**src/acc_pkg.sv**
```systemverilog
package acc_pkg;
	// converter word and split between frozen low bits and free-running high bits
	localparam int CODE_W      = 10;
	localparam int LOW_W       = 5;
	// pipeline latency in sample clocks
	localparam int LATENCY     = 3;
	// calibration sequence timing, cycles after edge detect
	localparam int CAL_LEN     = 11;
	localparam int CAL_HOLD_AT = 7;
	localparam int CAL_HOLD_N  = 4;
	// pulses that make one complete calibration
	localparam int CAL_STEPS   = 7;
	// clock divider and counters
	localparam int DIV_W       = 4;
	localparam int PWR_W       = 14;
	localparam int PER_W       = 24;
	// buffer depth in words
	localparam int FIFO_DEPTH  = 16;
	// reset values
	localparam logic [CODE_W-1:0] CODE_RST = 10'h000;
	localparam logic [3:0]        CNT4_RST = 4'h0;

	// sample word with its calibration-hold marker
	typedef struct packed {
		logic              cal_hold;
		logic [CODE_W-1:0] code;
	} acc_sample_t;

	// calibration sequence phases
	typedef enum logic [1:0] {
		CAL_IDLE,
		CAL_RUN,
		CAL_HOLD,
		CAL_TAIL
	} acc_cal_state_t;
endpackage : acc_pkg

```
**src/acc_fifo.sv**
```systemverilog
`timescale 1ns/1ps
// small flip-flop fifo, valid/ready on both sides
module acc_fifo #(
	parameter int WIDTH = 11,
	parameter int DEPTH = 16
) (
	// clock and reset
	input  wire logic             clk,
	input  wire logic             rst_b,
	// fill side
	input  wire logic             in_valid,
	output logic                  in_ready,
	input  wire logic [WIDTH-1:0] in_data,
	// drain side
	output logic                  out_valid,
	input  wire logic             out_ready,
	output logic      [WIDTH-1:0] out_data
);
	localparam int AW = $clog2(DEPTH);

	logic [WIDTH-1:0] mem_r [DEPTH];  // storage
	logic [WIDTH-1:0] mem_nxt;        // word written this cycle
	logic [AW-1:0]    wp_r, wp_nxt;   // write index
	logic [AW-1:0]    rp_r, rp_nxt;   // read index
	logic [AW:0]      cnt_r, cnt_nxt; // fill level
	logic             push, pop;

	// honest full and empty; an empty buffer must still accept
	assign in_ready  = (cnt_r < (AW+1)'(DEPTH));
	assign out_valid = (cnt_r != '0);
	assign out_data  = mem_r[rp_r];

	// pointer and level update
	always_comb begin
		push    = in_valid && in_ready;
		pop     = out_valid && out_ready;
		wp_nxt  = push ? wp_r + 1'b1 : wp_r;
		rp_nxt  = pop ? rp_r + 1'b1 : rp_r;
		cnt_nxt = cnt_r + (AW+1)'(push) - (AW+1)'(pop);
		mem_nxt = in_data;
	end

	// registers only
	always_ff @(posedge clk or negedge rst_b) begin
		if (!rst_b) begin
			wp_r  <= '0;
			rp_r  <= '0;
			cnt_r <= '0;
		end else begin
			wp_r  <= wp_nxt;
			rp_r  <= rp_nxt;
			cnt_r <= cnt_nxt;
		end
	end

	// storage has no reset; contents are qualified by the level
	always_ff @(posedge clk) begin
		if (push) begin
			mem_r[wp_r] <= mem_nxt;
		end
	end
endmodule : acc_fifo

```
**src/acc_ctrl.sv**
```systemverilog
`timescale 1ns/1ps
module acc_ctrl (
	// clock and reset
	input  wire logic                          SYS_CLK,
	input  wire logic                          RST_B,
	// calibration control pins
	input  wire logic                          CAL_PULSE,
	input  wire logic                          CAL_SRC_SEL,
	input  wire logic                          CHIP_EN_B,
	input  wire logic                          CAL_RESET,
	// raw comparator result from the analog core
	input  wire logic [acc_pkg::CODE_W-1:0]    RAW_CODE,
	// output stream
	output logic      [acc_pkg::CODE_W-1:0]    SAMPLE_CODE_OUT,
	output logic                               SAMPLE_VALID,
	input  wire logic                          SAMPLE_READY,
	// status
	output logic                               CAL_BUSY,
	output logic                               CAL_HOLD_ACTIVE,
	output logic                               PWRUP_DONE,
	output logic      [2:0]                    CAL_STEP,
	output logic                               SAMPLE_STALL
);
	// synchronisers for pins
	logic        cal_s1_r, cal_s2_r, cal_prev_r;
	logic        sel_s1_r, sel_s2_r;
	logic        ceb_s1_r, ceb_s2_r;
	logic        rst_s1_r, rst_s2_r;
	// clock divider and counters
	logic [acc_pkg::DIV_W-1:0] div_r, div_nxt;
	logic [acc_pkg::PWR_W:0]   pwr_r, pwr_nxt;   // msb is carry, stops power-up
	logic [acc_pkg::PER_W-1:0] per_r, per_nxt;
	logic                      tick16;           // clk/16 strobe
	logic                      en_ok;            // power-up enabled
	logic                      en_ok_d_r;        // for restart detection
	logic                      int_pulse;        // periodic internal pulse
	logic                      pwr_pulse;        // power-up pulse
	logic                      fall;             // external falling edge
	// sequence state
	acc_pkg::acc_cal_state_t   st_r, st_nxt;
	logic [3:0]                seq_r, seq_nxt;   // cycle in 11-cycle run
	logic [2:0]                step_r, step_nxt; // pulse count of seven
	// pipeline
	logic [acc_pkg::CODE_W-1:0] pipe_r [acc_pkg::LATENCY];
	logic [acc_pkg::CODE_W-1:0] pipe_nxt;
	logic [acc_pkg::LOW_W-1:0]  low_hold_r, low_hold_nxt;
	logic                       hold;
	// buffer
	acc_pkg::acc_sample_t       fin;
	acc_pkg::acc_sample_t       fout;
	logic                       f_ready;
	logic                       f_valid;
	logic                       out_valid_r;

	// pins pass two flops and the second stage is read; the calibration pin also feeds a third flop for the edge
	always_ff @(posedge SYS_CLK or negedge RST_B) begin
		if (!RST_B) begin
			cal_s1_r   <= 1'b1;
			cal_s2_r   <= 1'b1;
			cal_prev_r <= 1'b1;
			sel_s1_r   <= 1'b0;
			sel_s2_r   <= 1'b0;
			ceb_s1_r   <= 1'b1;
			ceb_s2_r   <= 1'b1;
			rst_s1_r   <= 1'b0;
			rst_s2_r   <= 1'b0;
		end else begin
			cal_s1_r   <= CAL_PULSE;
			cal_s2_r   <= cal_s1_r;
			cal_prev_r <= cal_s2_r;
			sel_s1_r   <= CAL_SRC_SEL;
			sel_s2_r   <= sel_s1_r;
			ceb_s1_r   <= CHIP_EN_B;
			ceb_s2_r   <= ceb_s1_r;
			rst_s1_r   <= CAL_RESET;
			rst_s2_r   <= rst_s1_r;
		end
	end

	// pulse generation
	always_comb begin
		en_ok     = rst_s2_r && !ceb_s2_r;
		tick16    = (div_r == 4'hF);
		div_nxt   = en_ok ? div_r + 1'b1 : acc_pkg::CNT4_RST;
		pwr_pulse = en_ok && tick16 && !pwr_r[acc_pkg::PWR_W];
		pwr_nxt   = pwr_r;
		// enable or reset toggle restarts power-up
		if (!en_ok) begin
			pwr_nxt = '0;
		end else if (pwr_pulse) begin
			pwr_nxt = pwr_r + 1'b1;
		end
		per_nxt   = per_r;
		int_pulse = 1'b0;
		if (en_ok && tick16 && pwr_r[acc_pkg::PWR_W] && sel_s2_r) begin
			per_nxt   = per_r + 1'b1;
			int_pulse = (per_r == '1);
		end
		fall = cal_prev_r && !cal_s2_r && !sel_s2_r;
	end

	// counters, registered
	always_ff @(posedge SYS_CLK or negedge RST_B) begin
		if (!RST_B) begin
			div_r     <= acc_pkg::CNT4_RST;
			pwr_r     <= '0;
			per_r     <= '0;
			en_ok_d_r <= 1'b0;
		end else begin
			div_r     <= div_nxt;
			pwr_r     <= pwr_nxt;
			per_r     <= per_nxt;
			en_ok_d_r <= en_ok;
		end
	end

	// calibration sequence; any pulse source starts the 11-cycle run
	always_comb begin
		st_nxt   = st_r;
		seq_nxt  = seq_r;
		step_nxt = step_r;
		unique case (st_r)
			acc_pkg::CAL_IDLE: begin
				if (fall || int_pulse || pwr_pulse) begin
					st_nxt  = acc_pkg::CAL_RUN;
					seq_nxt = 4'h1;
				end
			end
			acc_pkg::CAL_RUN: begin
				seq_nxt = seq_r + 1'b1;
				if (seq_r == 4'(acc_pkg::CAL_HOLD_AT - 1)) begin
					st_nxt = acc_pkg::CAL_HOLD;
				end
			end
			acc_pkg::CAL_HOLD: begin
				seq_nxt = seq_r + 1'b1;
				if (seq_r == 4'(acc_pkg::CAL_HOLD_AT + acc_pkg::CAL_HOLD_N - 1)) begin
					st_nxt = acc_pkg::CAL_TAIL;
				end
			end
			acc_pkg::CAL_TAIL: begin
				st_nxt  = acc_pkg::CAL_IDLE;
				seq_nxt = 4'h0;
				step_nxt = (step_r == 3'(acc_pkg::CAL_STEPS - 1)) ? 3'h0 : step_r + 1'b1;
			end
		endcase
		if (!en_ok && en_ok_d_r) begin
			step_nxt = 3'h0;
		end
	end

	// sequence registers
	always_ff @(posedge SYS_CLK or negedge RST_B) begin
		if (!RST_B) begin
			st_r   <= acc_pkg::CAL_IDLE;
			seq_r  <= 4'h0;
			step_r <= 3'h0;
		end else begin
			st_r   <= st_nxt;
			seq_r  <= seq_nxt;
			step_r <= step_nxt;
		end
	end

	// data pipeline; low bits frozen during hold
	always_comb begin
		hold         = (st_r == acc_pkg::CAL_HOLD);
		low_hold_nxt = hold ? low_hold_r : pipe_r[acc_pkg::LATENCY-2][acc_pkg::LOW_W-1:0];
		pipe_nxt = {pipe_r[acc_pkg::LATENCY-2][acc_pkg::CODE_W-1:acc_pkg::LOW_W],
			hold ? low_hold_r : pipe_r[acc_pkg::LATENCY-2][acc_pkg::LOW_W-1:0]};
	end

	always_ff @(posedge SYS_CLK or negedge RST_B) begin
		if (!RST_B) begin
			pipe_r[0]   <= acc_pkg::CODE_RST;
			pipe_r[1]   <= acc_pkg::CODE_RST;
			pipe_r[2]   <= acc_pkg::CODE_RST;
			low_hold_r  <= '0;
			out_valid_r <= 1'b0;
		end else begin
			pipe_r[0]   <= RAW_CODE;
			pipe_r[1]   <= pipe_r[0];
			pipe_r[2]   <= pipe_nxt;
			low_hold_r  <= low_hold_nxt;
			out_valid_r <= 1'b1;
		end
	end

	// buffer after the pipeline; a stalled reader loses nothing until full
	// one driver for the whole carrier word
	assign fin = '{cal_hold: hold, code: pipe_r[acc_pkg::LATENCY-1]};

	acc_fifo #(
		.WIDTH ($bits(acc_pkg::acc_sample_t)),
		.DEPTH (acc_pkg::FIFO_DEPTH)
	) u_fifo (
		.clk       (SYS_CLK),
		.rst_b     (RST_B),
		.in_valid  (out_valid_r),
		.in_ready  (f_ready),
		.in_data   (fin),
		.out_valid (f_valid),
		.out_ready (SAMPLE_READY),
		.out_data  (fout)
	);

	// outputs
	assign SAMPLE_CODE_OUT = fout.code;
	assign SAMPLE_VALID    = f_valid;
	assign SAMPLE_STALL    = out_valid_r && !f_ready;
	assign CAL_BUSY        = (st_r != acc_pkg::CAL_IDLE);
	assign CAL_HOLD_ACTIVE = hold;
	assign PWRUP_DONE      = pwr_r[acc_pkg::PWR_W];
	assign CAL_STEP        = step_r;

	// edge-to-run within one cycle
	property p_start;
		@(posedge SYS_CLK) disable iff (!RST_B)
		(st_r == acc_pkg::CAL_IDLE) && fall |=> (st_r == acc_pkg::CAL_RUN);
	endproperty
	a_start: assert property (p_start) else $error("edge did not start calibration");

	// run lasts eleven cycles, split to keep each repetition short
	property p_len;
		@(posedge SYS_CLK) disable iff (!RST_B)
		$rose(CAL_BUSY) |-> CAL_BUSY [*8] ##1 CAL_BUSY [*3] ##1 !CAL_BUSY;
	endproperty
	a_len: assert property (p_len) else $error("calibration length wrong");

	// hold four cycles after six run cycles
	property p_hold;
		@(posedge SYS_CLK) disable iff (!RST_B)
		$rose(CAL_BUSY) |-> !hold [*6] ##1 hold [*4] ##1 !hold;
	endproperty
	a_hold: assert property (p_hold) else $error("hold window wrong");

	// low bits stay frozen
	property p_low;
		@(posedge SYS_CLK) disable iff (!RST_B)
		hold && $past(hold) |-> pipe_r[2][4:0] == $past(pipe_r[2][4:0]);
	endproperty
	a_low: assert property (p_low) else $error("low bits moved in hold");

	// high bits follow input
	property p_high;
		@(posedge SYS_CLK) disable iff (!RST_B)
		1'b1 |=> pipe_r[2][9:5] == $past(pipe_r[1][9:5]);
	endproperty
	a_high: assert property (p_high) else $error("high bits not updated");

	// three-cycle latency outside hold
	property p_lat;
		@(posedge SYS_CLK) disable iff (!RST_B)
		!hold ##1 !hold ##1 !hold ##1 !hold |-> pipe_r[2] == $past(RAW_CODE, 3);
	endproperty
	a_lat: assert property (p_lat) else $error("latency not three");

	// no restart while running
	property p_ign;
		@(posedge SYS_CLK) disable iff (!RST_B)
		(st_r == acc_pkg::CAL_RUN) && seq_r > 4'h1 |=> seq_r == $past(seq_r) + 4'h1;
	endproperty
	a_ign: assert property (p_ign) else $error("run restarted");

	// power-up pulses no closer than one per sixteen clocks
	property p_pwr;
		@(posedge SYS_CLK) disable iff (!RST_B)
		pwr_pulse |=> !pwr_pulse [*8] ##1 !pwr_pulse [*7];
	endproperty
	a_pwr: assert property (p_pwr) else $error("bad power-up pulse");
endmodule : acc_ctrl

```
**config.mk**
```make
export PLATFORM = sky130hd
export DESIGN_NAME = acc_ctrl
export DESIGN_NICKNAME = d
export VERILOG_FILES = /design/src/acc_pkg.sv /design/src/acc_fifo.sv /design/src/acc_ctrl.sv
export SDC_FILE = /design/constraint.sdc
export NUM_CORES = 1
export LEC_CHECK = 0
export BUFFER_PORTS_ARGS = -buffer_cell sky130_fd_sc_hd__clkbuf_2
export CORE_ASPECT_RATIO = 1.1
export CORE_UTILIZATION = 45
export DETAILED_ROUTE_END_ITERATION = 16
export HOLD_SLACK_MARGIN = 0.06
export SETUP_SLACK_MARGIN = 0.15
export SYNTH_ARGS = -nofsm -noshare
export SYNTH_HDL_FRONTEND = slang
export SYNTH_HIERARCHICAL = 1
export SYNTH_SLANG_ARGS = --single-unit
export TNS_END_PERCENT = 20
```
**constraint.sdc**
```tcl
create_clock -name SYS_CLK -period 2.8 [get_ports SYS_CLK]
set_input_delay 0.42 -clock SYS_CLK [delete_from_list [all_inputs] [get_ports SYS_CLK]]
set_output_delay 0.42 -clock SYS_CLK [all_outputs]
set_load 0.03 [all_outputs]
```
# Yosys cells after proc, flatten, opt, wreduce, memory -nomap -nowiden
# Memories as Yosys holds them, arrays and structs flattened.
# Cells that the tools add are included.
dict set report word_totals {
  memories 1
  out_inout_bits 18
  ff_bits 111
  inputBits 17
  mem_bits_rw 176
}
# name depth word_bits read_ports rd_ports_with_merged_regs write_ports line
set mem_list {}
lappend mem_list {u_fifo.mem_r 16 11 1 0 1 acc_fifo.sv:21} ;# logic [WIDTH-1:0] mem_r [DEPTH];
dict set report classes {
  addsub 9
  magnitude_cmp 1
  reduce_logical 25
  eq_ne 12
  n_mux 16
}
# op count
set op_table {}
lappend op_table {{15-bit two-way mux} 2}
lappend op_table {{24-bit by 1-bit adder with 24-bit output (second input constant)} 1}
lappend op_table {{24-bit == test (second input constant)} 1}
lappend op_table {{4-bit by 1-bit adder with 4-bit output (second input constant)} 4}
lappend op_table {{15-bit by 1-bit adder with 15-bit output (second input constant)} 1}
lappend op_table {{4-bit case mux with 3 select lines} 1}
lappend op_table {{1-bit logical AND} 11}
lappend op_table {{3-bit two-way mux} 3}
lappend op_table {{4-bit == test (second input constant)} 2}
lappend op_table {{4-bit two-way mux} 2}
lappend op_table {{2-bit case mux with 4 select lines} 1}
lappend op_table {{1-bit zero test} 6}
lappend op_table {{2-bit two-way mux} 3}
lappend op_table {{5-bit by 1-bit adder with 5-bit output} 1}
lappend op_table {{5-bit < comparator (second input constant)} 1}
lappend op_table {{5-bit two-way mux} 1}
lappend op_table {{5-bit nonzero test} 1}
lappend op_table {{5-bit by 1-bit subtractor with 5-bit output} 1}
lappend op_table {{2-bit == test (second input constant)} 2}
lappend op_table {{4-bit by 3-bit == test with 1-bit output (second input constant)} 1}
lappend op_table {{2-bit by 1-bit != test with 1-bit output (second input constant)} 2}
lappend op_table {{2-bit != test (second input constant)} 2}
lappend op_table {{2-bit nonzero test} 2}
lappend op_table {{3-bit by 1-bit adder with 3-bit output (second input constant)} 1}
lappend op_table {{other kinds (7)} 10}

# Logic depth before layout (Yosys ltp)
# Gate-level depths: netlist of run 1.
dict set report depth {
  ltp_word 10
  mapped_depth 12
  ltp_nobuf 12
}

# Hierarchy
# Netlist of run 1, hierarchy kept.
# mod area_each_um2 n_inst seq_area_each_um2 cells_per_inst
set by_module_without_submodules {}
lappend by_module_without_submodules {acc_fifo 7537.2 1 5610.4 352}
lappend by_module_without_submodules {acc_ctrl 3668.5 1 2333.5 294}

# Worst setup path before layout of run 1
# Ideal clock, no wire load.
dict set report synth_path {
  path_kind {register -> register}
  start {register u_fifo.cnt_r[3]}
  end {register u_fifo.cnt_r[4]}
  slack_ps 192
  required_time_ps 2676
  stages_incl_launch_ff 13
  t_arrival_ps 2484
  period_less_slack_ps 2608
  cell_sequence {dfrtp_1 -> inv_1 -> ha_1 -> or4b_4 -> nand2_1 -> inv_1 -> ha_1 -> inv_1 -> ha_1 -> fa_1 -> a21oi_1 -> o21bai_1 -> xnor2_1}
}
dict set report synth_between {
  word_cells_on_any_way 6
}
# element line
set synth_lines {}
lappend synth_lines {{start, declared} acc_fifo.sv:25} ;# logic [AW:0] cnt_r, cnt_nxt;
lappend synth_lines {{start signal, assigned} acc_fifo.sv:52} ;# cnt_r <= cnt_nxt;
lappend synth_lines {{5-bit nonzero test} acc_fifo.sv:30} ;# assign out_valid = (cnt_r != '0);
lappend synth_lines {{net SAMPLE_VALID} acc_ctrl.sv:15} ;# output logic SAMPLE_VALID,
lappend synth_lines {{1-bit logical AND} acc_fifo.sv:36} ;# pop = out_valid && out_ready;
lappend synth_lines {{net u_fifo.pop} acc_fifo.sv:26} ;# logic push, pop;
lappend synth_lines {{5-bit by 1-bit subtractor with 5-bit output} acc_fifo.sv:39} ;# cnt_nxt = cnt_r + (AW+1)'(push) - (AW+1)'(pop);
lappend synth_lines {{net u_fifo.cnt_nxt[4]} acc_fifo.sv:25}
# The timed path passes the listed nets, and every way through them passes these cells.
# A chain may end at the register's enable or synchronous reset.

# Final worst setup path of run 1
dict set report layout_path {
  start {register u_fifo.rp_r[0]}
  end {output SAMPLE_CODE_OUT[7] in the netlist's numbering}
}
dict set report layout_between {
  elab_chain_len 1
}
# element line
set layout_rtl {}
lappend layout_rtl {{start, declared} acc_fifo.sv:24} ;# logic [AW-1:0] rp_r, rp_nxt;
lappend layout_rtl {{start signal, assigned} acc_fifo.sv:51} ;# rp_r <= rp_nxt;
lappend layout_rtl {{memory 16 x 11 bit} n/a}
lappend layout_rtl {{end, declared} acc_ctrl.sv:14} ;# output logic [acc_pkg::CODE_W-1:0] SAMPLE_CODE_OUT,
# Every way passes these cells.

==> results.md, run 1 <==
- Total die area: 24200 µm²
- Leakage: 0.00470 µW
- Critical path arrival: 2.25 ns
- Io pins: 35
- Clock buffer depth: 3
- Mapped Area: 10600 µm²
- Final Cycle Share: 95.3%
- Layout area overhead: 17.3%
- CP Launch Type: flop
- Gr usage total: 17.3%
- Routed Antenna Nets: 0
- Yosys warning count: 6
- PD cells: 984 nW/µm²
- Initial antenna violation count: 0
- Share of layout cells above drive strength 1: 24.4%
- Worst hold slack: 0.191 ns
- Final #Nets: 743
- Worst-Margin Slew: 0.698 ns
- Min Tclk post-route: 2.67 ns
- Clk sink count: 266
- Worst Path Class, Setup: reg2out
- HPWL Detailed: 12100 µm
- Final non-filler cell total: 1024
- Final setup vio count: 0
- DRT iter0 DRCs: 352
- Syn Inst Count: 623
- Clock latency on the worst-skew pair: 0.52 ns
- Cell count after placement: 949
- Status: completed
- Max transition margin: 53.5%
- Clock-pin slew on the worst setup and hold paths: 0.06 ns
- Synth Net Count: 662
- Die height: 163 µm
- Reg2reg start: u_fifo/cnt_r[2]
- H-tree Lvls: 1
- Worst Setup End Kind: output port
- Core area: 23000 µm²
- MaxCap Viol Count: 0
- Count of pins over their slew limit: 0
- Final hold vios: 0
- Vias: 5426
- Root buf cell: clkbuf_16
- Port Buffer Count: 34
- CP startpoint: u_fifo/rp_r[0]
- Remaining Overflow, GRT: 0
- Initial Util: 46.1%
- Placed Area: 11100 µm²
- Worst path slowest cell: mux4_2
- Power, Total: 12200 µW
- Pin count of the biggest net entering global routing: 52
- DR WL/cell: 19.6 µm
- Vias in the first global route: 5724
- Worst IR drop on VDD: 0.000499 V
- CP peak stage delay: 0.53 ns
- Die X: 148 µm
- Cell Rows: 58
- Hold Path Origin: SAMPLE_READY
- Required time worst endpoint: 2.38 ns
- Design area: 12400 µm²
- Hold WC Path Type: in2reg
- Drt first pass iters: 4
- Number of diodes: 0
- Vias per std cell: 5.30
- Total clock buffers created by CTS: 27
- Crit-path max FO: 6
- Sum Neg Setup Slack: 0 ns
- CTS tree: yes
- RePlAce Congestion: 0.744
- WL final: 20000 µm
- First-pass GRT wire length: 31700 µm
- Worst Skew: 0.0135 ns
- Cell Chain, Critical Path: buf_6 -> buf_16 -> mux4_2 -> a22oi_2 -> nand2_1 -> buf_4
- Mapped Avg Cell Area: 17.0 µm²
- RSZ-0062 raised after global routing: true
- Detailed-route DRC error count: 0
- Max frequency: 375 MHz
==> layout by cell type (no fill, tap or decap), types with 3 or more instances in the layout <==
cell type      count
a21oi_1            6
a22oi_2           18
and2_1            20
and3_1             7
buf_12             3
buf_16             4
buf_4             17
buf_6              4
clkbuf_1           5
clkbuf_16         30
clkbuf_2          23
clkbuf_4           4
clkinv_2           8
dfrtp_1          100
dfstp_2            5
dlygate4sd3_1     15
edfxtp_1         160
ha_1              21
inv_1             19
mux2_2             8
mux4_1             5
mux4_2            35
nand2_1           36
nand3_1            9
nand4_1           15
nor2_1            32
nor2b_1            5
nor3_1             5
nor4_1             3
o21ai_0            7
xnor2_1           34
xor2_1            15
==> power breakdown <==
part | leakage [µW] | internal [µW] | switching [µW]
logic | 0.00150 | 1800 | 1980
registers | 0.00278 | 4680 | 360
clock network | 0.000426 | 2010 | 1410
total | 0.00470 | 8490 | 3750
==> metal layers <==
| metal | wire (µm) | GRT usage [%] |
|---|---|---|
| met3 | 594 | 2.63 |
| met4 | 318 | 4.59 |
| met1 | 8540 | 22.2 |
| met2 | 10600 | 30.6 |
| met5 | 0 | 0 |
==> repair_timing <==
item	4_1_cts	5_1_grt
hold buffers	15	0
gates resized for setup	30	35
endpoints found under the setup margin	11	11
hold endpoints to repair	57	0
gates cloned	3	3
pin swaps	1	11
buffers inserted	3	2
==> critical path: cells and delay by family, from the launching register on <==
family | cells | cell delay (ns)
muxes | 1 | 0.53
buffers and inverters | 3 | 0.47
DFF | 1 | 0.43
AOI/OAI and AO/OA | 1 | 0.21
and+or+nand+nor | 1 | 0.10
==> area by class of cell <==
| cell class | count | area [µm²] |
|---|---|---|
| clock buffer | 35 | 723 |
| clock inverter | 14 | 125 |
| fill | 1794 | 10600 |
| inverter | 20 | 75.1 |
| multi-input combinational | 318 | 2980 |
| sequential | 266 | 7460 |
| tap | 300 | 375 |
| timing repair buffer | 71 | 698 |
==> per-stage QoR <==
step | utilization (%) | worst slack, ns
3_3_place_gp | 48.4 | 0.221
2_1_floorplan | - | 0.192
5_1_grt | 54.1 | 0.0549
4_1_cts | 53.5 | 0.0537
6_report | 54.1 | 0.132
3_5_place_dp | 48.4 | 0.0679
==> registers in the layout, indices dropped and copies added, names as in the netlist, 5 cells and up <==
signal        count
per_r            24
pwr_r            15
pipe_nxt          5
u_fifo/mem_r    160
fin               6
pipe_r           15
u_fifo/cnt_r      5
==> final timing paths <==
check	endpoint	slack, ns	cells past startpoint
max	SAMPLE_CODE_OUT[7]	0.13	6
min	u_fifo/rp_r[0]	0.19	3
max reg2reg	u_fifo/cnt_r[4]	0.17	12
min reg2reg	fin[8]	0.34	0
max in group asynchronous	u_fifo/rp_r[0]	1.51	3
min in group asynchronous	per_r[17]	0.46	2
Power figures use the tool's default switching activity.
==> run 2, diff against run 1 <==
Settings changed: HOLD_SLACK_MARGIN 0.06 to not set.
Clock period 2.8 ns to 2.25 ns, I/O delays scaled along.
==> results.md, run 2 (synthesized netlist as in run 1, its figures left out) <==
- Most frequent cells in the layout: edfxtp_1 (160), dfrtp_1 (100), buf_4 (37)
- Worst-Margin Slew: 0.704 ns
- Total die area: 24200 µm²
- Cell count after placement: 977
- Number of diodes: 0
- Biggest register: u_fifo/mem_r
- Gr usage total: 16.9%
- Required time worst endpoint: 1.91 ns
- DR WL/cell: 18.5 µm
- WL final: 19500 µm
- Worst Setup End Kind: output port
- Vias per std cell: 5.32
- CP Launch Type: flop
- Final #Nets: 770
- Layout area overhead: 20.3%
- Routing usage on met3: 2.57%
- CTS tree: yes
- Port Buffer Count: 34
- Grt peak-use layer: met2
- Vias: 5592
- Max transition margin: 52.8%
- Placed Area: 11400 µm²
- Worst path slowest cell: mux4_1
- Final WS setup: -0.336 ns
- Initial Util: 46.1%
- Count of pins over their slew limit: 0
- Clock buffer depth: 3
- Cell Chain, Critical Path: buf_4 -> buf_12 -> mux4_1 -> a22oi_2 -> nand2_2 -> buf_4
- PD cells: 1210 nW/µm²
- Failing checks: negative setup slack
- Crit-path max FO: 6
- Root buf cell: clkbuf_16
- RePlAce Congestion: 0.719
- Biggest regs: u_fifo/mem_r x160, per_r x24
- Worst IR drop on VDD: 0.000711 V
- Initial antenna violation count: 0
- Max frequency: 387 MHz
- Core area: 23000 µm²
- Hold WC Path Type: in2reg
- Met1 usage: 20.9%
- Total clock buffers created by CTS: 28
- Share of layout cells above drive strength 1: 27.0%
- GR Util met2: 30.5%
- Place WS: -0.265 ns
- Leakage: 0.00485 µW
- CP peak stage delay: 0.60 ns
- Status: finished with violations
- Worst Path Class, Setup: reg2out
- Critical path arrival: 2.25 ns
- Vias in the first global route: 5991
- Layout fillers: 1799
- Final Cycle Share: 115%
- Design area: 12800 µm²
- Critical path's most frequent cell: buf_4
- H-tree Lvls: 1
- MaxCap Viol Count: 0
- Final hold vios: 0
- Worst Skew: 0.0157 ns
- Power, Total: 15500 µW
- Remaining Overflow, GRT: 0
- Max FFs per register: 160
- DRT iter0 DRCs: 266
- Worst Path Buf+Inv: 3
- Cell family with most CP delay: multiplexers
- Most common cell after layout, fill and taps aside: edfxtp_1
- Final setup vio count: 13
- Min Tclk post-route: 2.59 ns
- Die X: 148 µm
- Clock latency on the worst-skew pair: 0.53 ns
- Clock-pin slew on the worst setup and hold paths: 0.05 ns
- Clk sink count: 266
- Die height: 163 µm
- Routed Antenna Nets: 0
- Final non-filler cell total: 1052
- HPWL Detailed: 12500 µm
- Io pins: 35
- Detailed-route DRC error count: 0
- RSZ-0062 raised after global routing: true
- Cell Rows: 58
- First-pass GRT wire length: 31500 µm
- Drt first pass iters: 4
- Pin count of the biggest net entering global routing: 107
-- run 2: cell types whose count changed in the layout (fill, tap and decap cells not counted), sizes merged --
cell      change
buf          +24
bufinv        +1
clkbuf        +4
clkinv        -4
clkinvlp      +3
-- run 2: routing by layer --
metal  vias up  wire, µm  part of all wire (%)
li1       2567         -                     -
met1      2902      7990                    41
met2        92     10400                    54
met3        31       680                   3.5
met4         0       400                   2.0
met5         -         0                     0
-- run 2: worst min-delay path, cell delays in order --
cell and delay (ns):
clkbuf_2 0.13, nand3_1 0.09, xnor2_1 0.06
-- run 2: final cells by class --
type	count	area (µm²)	share of cell area [%]
clock buffer	37	756	5.92
clock inverter	14	149	1.17
inverter	20	75.1	0.588
multi-input combinational	318	3030	23.7
sequential	266	7460	58.5
tap	300	375	2.94
timing repair buffer	97	915	7.17
-- run 2: repair_timing --
item                                   4_1_cts  5_1_grt
setup endpoints to repair                   20       18
cloned                                       2        2
buffers inserted                             2        3
gates resized for setup                     38       23
pin swaps                                    8       10
hold buffers                                15        0
endpoints found under the hold margin      115        0
-- run 2: path summary, 6_finish.rpt --
path,startpoint,endpoint,slack [ns],depth (start not counted)
worst max-delay path,u_fifo/rp_r[0],SAMPLE_CODE_OUT[3],-0.34,6
min in group asynchronous,RST_B,seq_r[0],0.39,3
worst max register to register,u_fifo/cnt_r[2],u_fifo/cnt_r[4],-0.20,12
worst min-delay path,SAMPLE_READY,u_fifo/rp_r[3],0.14,3
max in group asynchronous,RST_B,u_fifo/rp_r[0],1.36,3
worst min register to register,pipe_nxt[9],fin[9],0.34,0
-- run 2: through the flow --
| stage | TNS, ns | hold slack [ns] | util (%) |
|---|---|---|---|
| 6_report | -3.53 | 0.142 | 55.5 |
| 5_1_grt | -4.76 | 0.165 | 55.5 |
| 4_1_cts | -3.85 | 0.124 | 55.0 |
| 3_5_place_dp | -0.579 | 0.335 | 49.6 |
| 3_3_place_gp | -0.326 | 0.332 | 49.6 |
| 2_1_floorplan | -0.393 | 0.0419 | - |
-- run 2: power breakdown --
group / switching (µW) / total, µW / internal, µW
Sequential: 437 / 6260 / 5820
Clock: 1780 / 4480 / 2700
Combinational: 2460 / 4740 / 2280
==> run 3, diff against run 2 <==
Settings changed: CORE_ASPECT_RATIO 1.1 to 0.9, CTS_CLUSTER_SIZE set to 25.
==> results.md, run 3 (synthesized netlist as in run 1, its figures left out) <==
- CP endpoint: SAMPLE_CODE_OUT[0]
- Io pins: 35
- Share of layout cells above drive strength 1: 27.8%
- RSZ-0062 raised after global routing: true
- Remaining Overflow, GRT: 0
- Initial Util: 46.5%
- Gr usage total: 17.8%
- Max FFs per register: 160
- Drt first pass iters: 4
- R2r worst-path depth: 12
- WL final: 20500 µm
- Final Cycle Share: 117%
- Required time worst endpoint: 1.91 ns
- Reg-to-reg endpoint: u_fifo/cnt_r[4]
- Final setup vio count: 15
- Design area: 12800 µm²
- Most common cell after layout, fill and taps aside: edfxtp_1
- Final hold vios: 0
- HPWL Detailed: 12900 µm
- Critical path arrival: 2.29 ns
- Biggest register: u_fifo/mem_r
- CP Launch Type: flop
- Port Buffer Count: 34
- Worst Setup End Kind: output port
- DR WL/cell: 19.5 µm
- H-tree Lvls: 1
- Final WS setup: -0.374 ns
- Die X: 164 µm
- Critical path's most frequent cell: buf_12
- Reg2reg start: u_fifo/cnt_r[3]
- Pin count of the biggest net entering global routing: 49
- Vias: 5595
- Power, Total: 15800 µW
- CP startpoint: u_fifo/rp_r[0]
- Clock latency on the worst-skew pair: 0.54 ns
- Layout area overhead: 20.8%
- Root buf cell: clkbuf_16
- Detailed-route DRC error count: 0
- Worst Path Class, Setup: reg2out
- Clock buffer depth: 3
- Vias per std cell: 5.32
- Clk sink count: 266
- Cell Chain, Critical Path: buf_12 -> buf_12 -> buf_16 -> mux4_1 -> a22oi_2 -> nand2_1 -> clkbuf_8
- First-pass GRT wire length: 32700 µm
- Most frequent cells in the layout: edfxtp_1 (160), dfrtp_1 (100), buf_4 (41)
- Count of pins over their slew limit: 0
- Hold WC Path Type: in2reg
- RePlAce Congestion: 0.751
- Placed Area: 11400 µm²
- CP peak stage delay: 0.57 ns
- Die height: 148 µm
- Final #Nets: 773
- Worst IR drop on VDD: 0.000884 V
- Final Util: 56.1%
- Vias in the first global route: 5819
- Register-to-Register Setup Slack: -0.26 ns
- DRT iter0 DRCs: 319
- Biggest regs: u_fifo/mem_r x160, per_r x24
- Min Tclk post-route: 2.62 ns
- Number of diodes: 0
- PD cells: 1230 nW/µm²
- Worst-Margin Slew: 0.752 ns
- CTS tree: yes
- Failing checks: negative setup slack
- Status: finished with violations
- Total clock buffers created by CTS: 27
- Cell Rows: 52
- Worst Skew: 0.0147 ns
- Initial antenna violation count: 0
- Total die area: 24200 µm²
- Worst path slowest cell: mux4_1
- Core area: 22800 µm²
- Layout fillers: 1763
- Leakage: 0.00489 µW
- Clock-pin slew on the worst setup and hold paths: 0.06 ns
- Sum Neg Setup Slack: -3.91 ns
- MaxCap Viol Count: 0
- Crit-path max FO: 6
- Max frequency: 381 MHz
- Worst hold slack: 0.152 ns
- Routed Antenna Nets: 0
- Max transition margin: 49.7%
[run 3: cell types whose count changed in the layout (fill, tap and decap cells not counted), moves of 3 or more]
cell / before / now
clkbuf_8: 3 / 10
clkbuf_4: 3 / 0
a22oi_1: 7 / 4
clkbuf_16: 31 / 27
buf_4: 37 / 41
clkinv_1: 6 / 1
clkinv_2: 1 / 4
a22oi_2: 13 / 16
[run 3: worst min path at each step]
stage | cells past startpoint | from | endpoint | slack, ns
6_report | 3 | SAMPLE_READY | u_fifo/rp_r[3] | 0.15
5_1_grt | 3 | SAMPLE_READY | u_fifo/rp_r[3] | 0.14
4_1_cts | 3 | SAMPLE_READY | u_fifo/rp_r[3] | 0.13
3_5_place_dp | 0 | pipe_r[22] | pipe_r[12] | 0.33
3_3_place_gp | 0 | pipe_r[23] | pipe_r[13] | 0.33
2_1_floorplan | 0 | RST_B | CAL_STEP[0] | 0.04
[run 3: per-stage QoR]
stage	setup slack, ns	instances
5_1_grt	-0.450	1052
4_1_cts	-0.404	1051
6_report	-0.374	1052
3_3_place_gp	-0.169	980
2_1_floorplan	-0.252	623
3_5_place_dp	-0.293	980
[run 3: repair_timing]
action,4_1_cts,5_1_grt
gates cloned,3,0
hold buffers,15,0
buffers inserted,3,1
pin swaps,13,12
hold endpoints to repair,51,0
gates resized for setup,59,15
setup endpoints to repair,22,19
[run 3: final cells by class]
class / instances / area, µm² / area share [%]
Inverter: 20 / 75.1 / 0.586
Clock buffer: 40 / 754 / 5.89
Tap cell: 297 / 372 / 2.90
Timing Repair Buffer: 101 / 971 / 7.58
Sequential cell: 266 / 7460 / 58.2
Clock inverter: 10 / 141 / 1.10
Multi-Input combinational cell: 318 / 3040 / 23.7
[run 3: metal layers]
layer	global-route usage [%]	up-vias	routed length (µm)
met5	0	-	0
met1	25.4	2881	9110
met2	29.0	124	10100
li1	-	2563	-
met3	3.03	27	996
met4	3.70	0	356
[run 3: report_power, final]
part / switching (µW) / internal (µW)
registers: 469 / 5820
clock network: 1780 / 2670
logic: 2540 / 2490
[run 3: critical path, delay by kind of cell (launching register included)]
kind	cells	cell delay (ns)
compound gates	1	0.15
flops	1	0.41
simple gates	1	0.09
mux	1	0.57
buf+inv	4	0.53
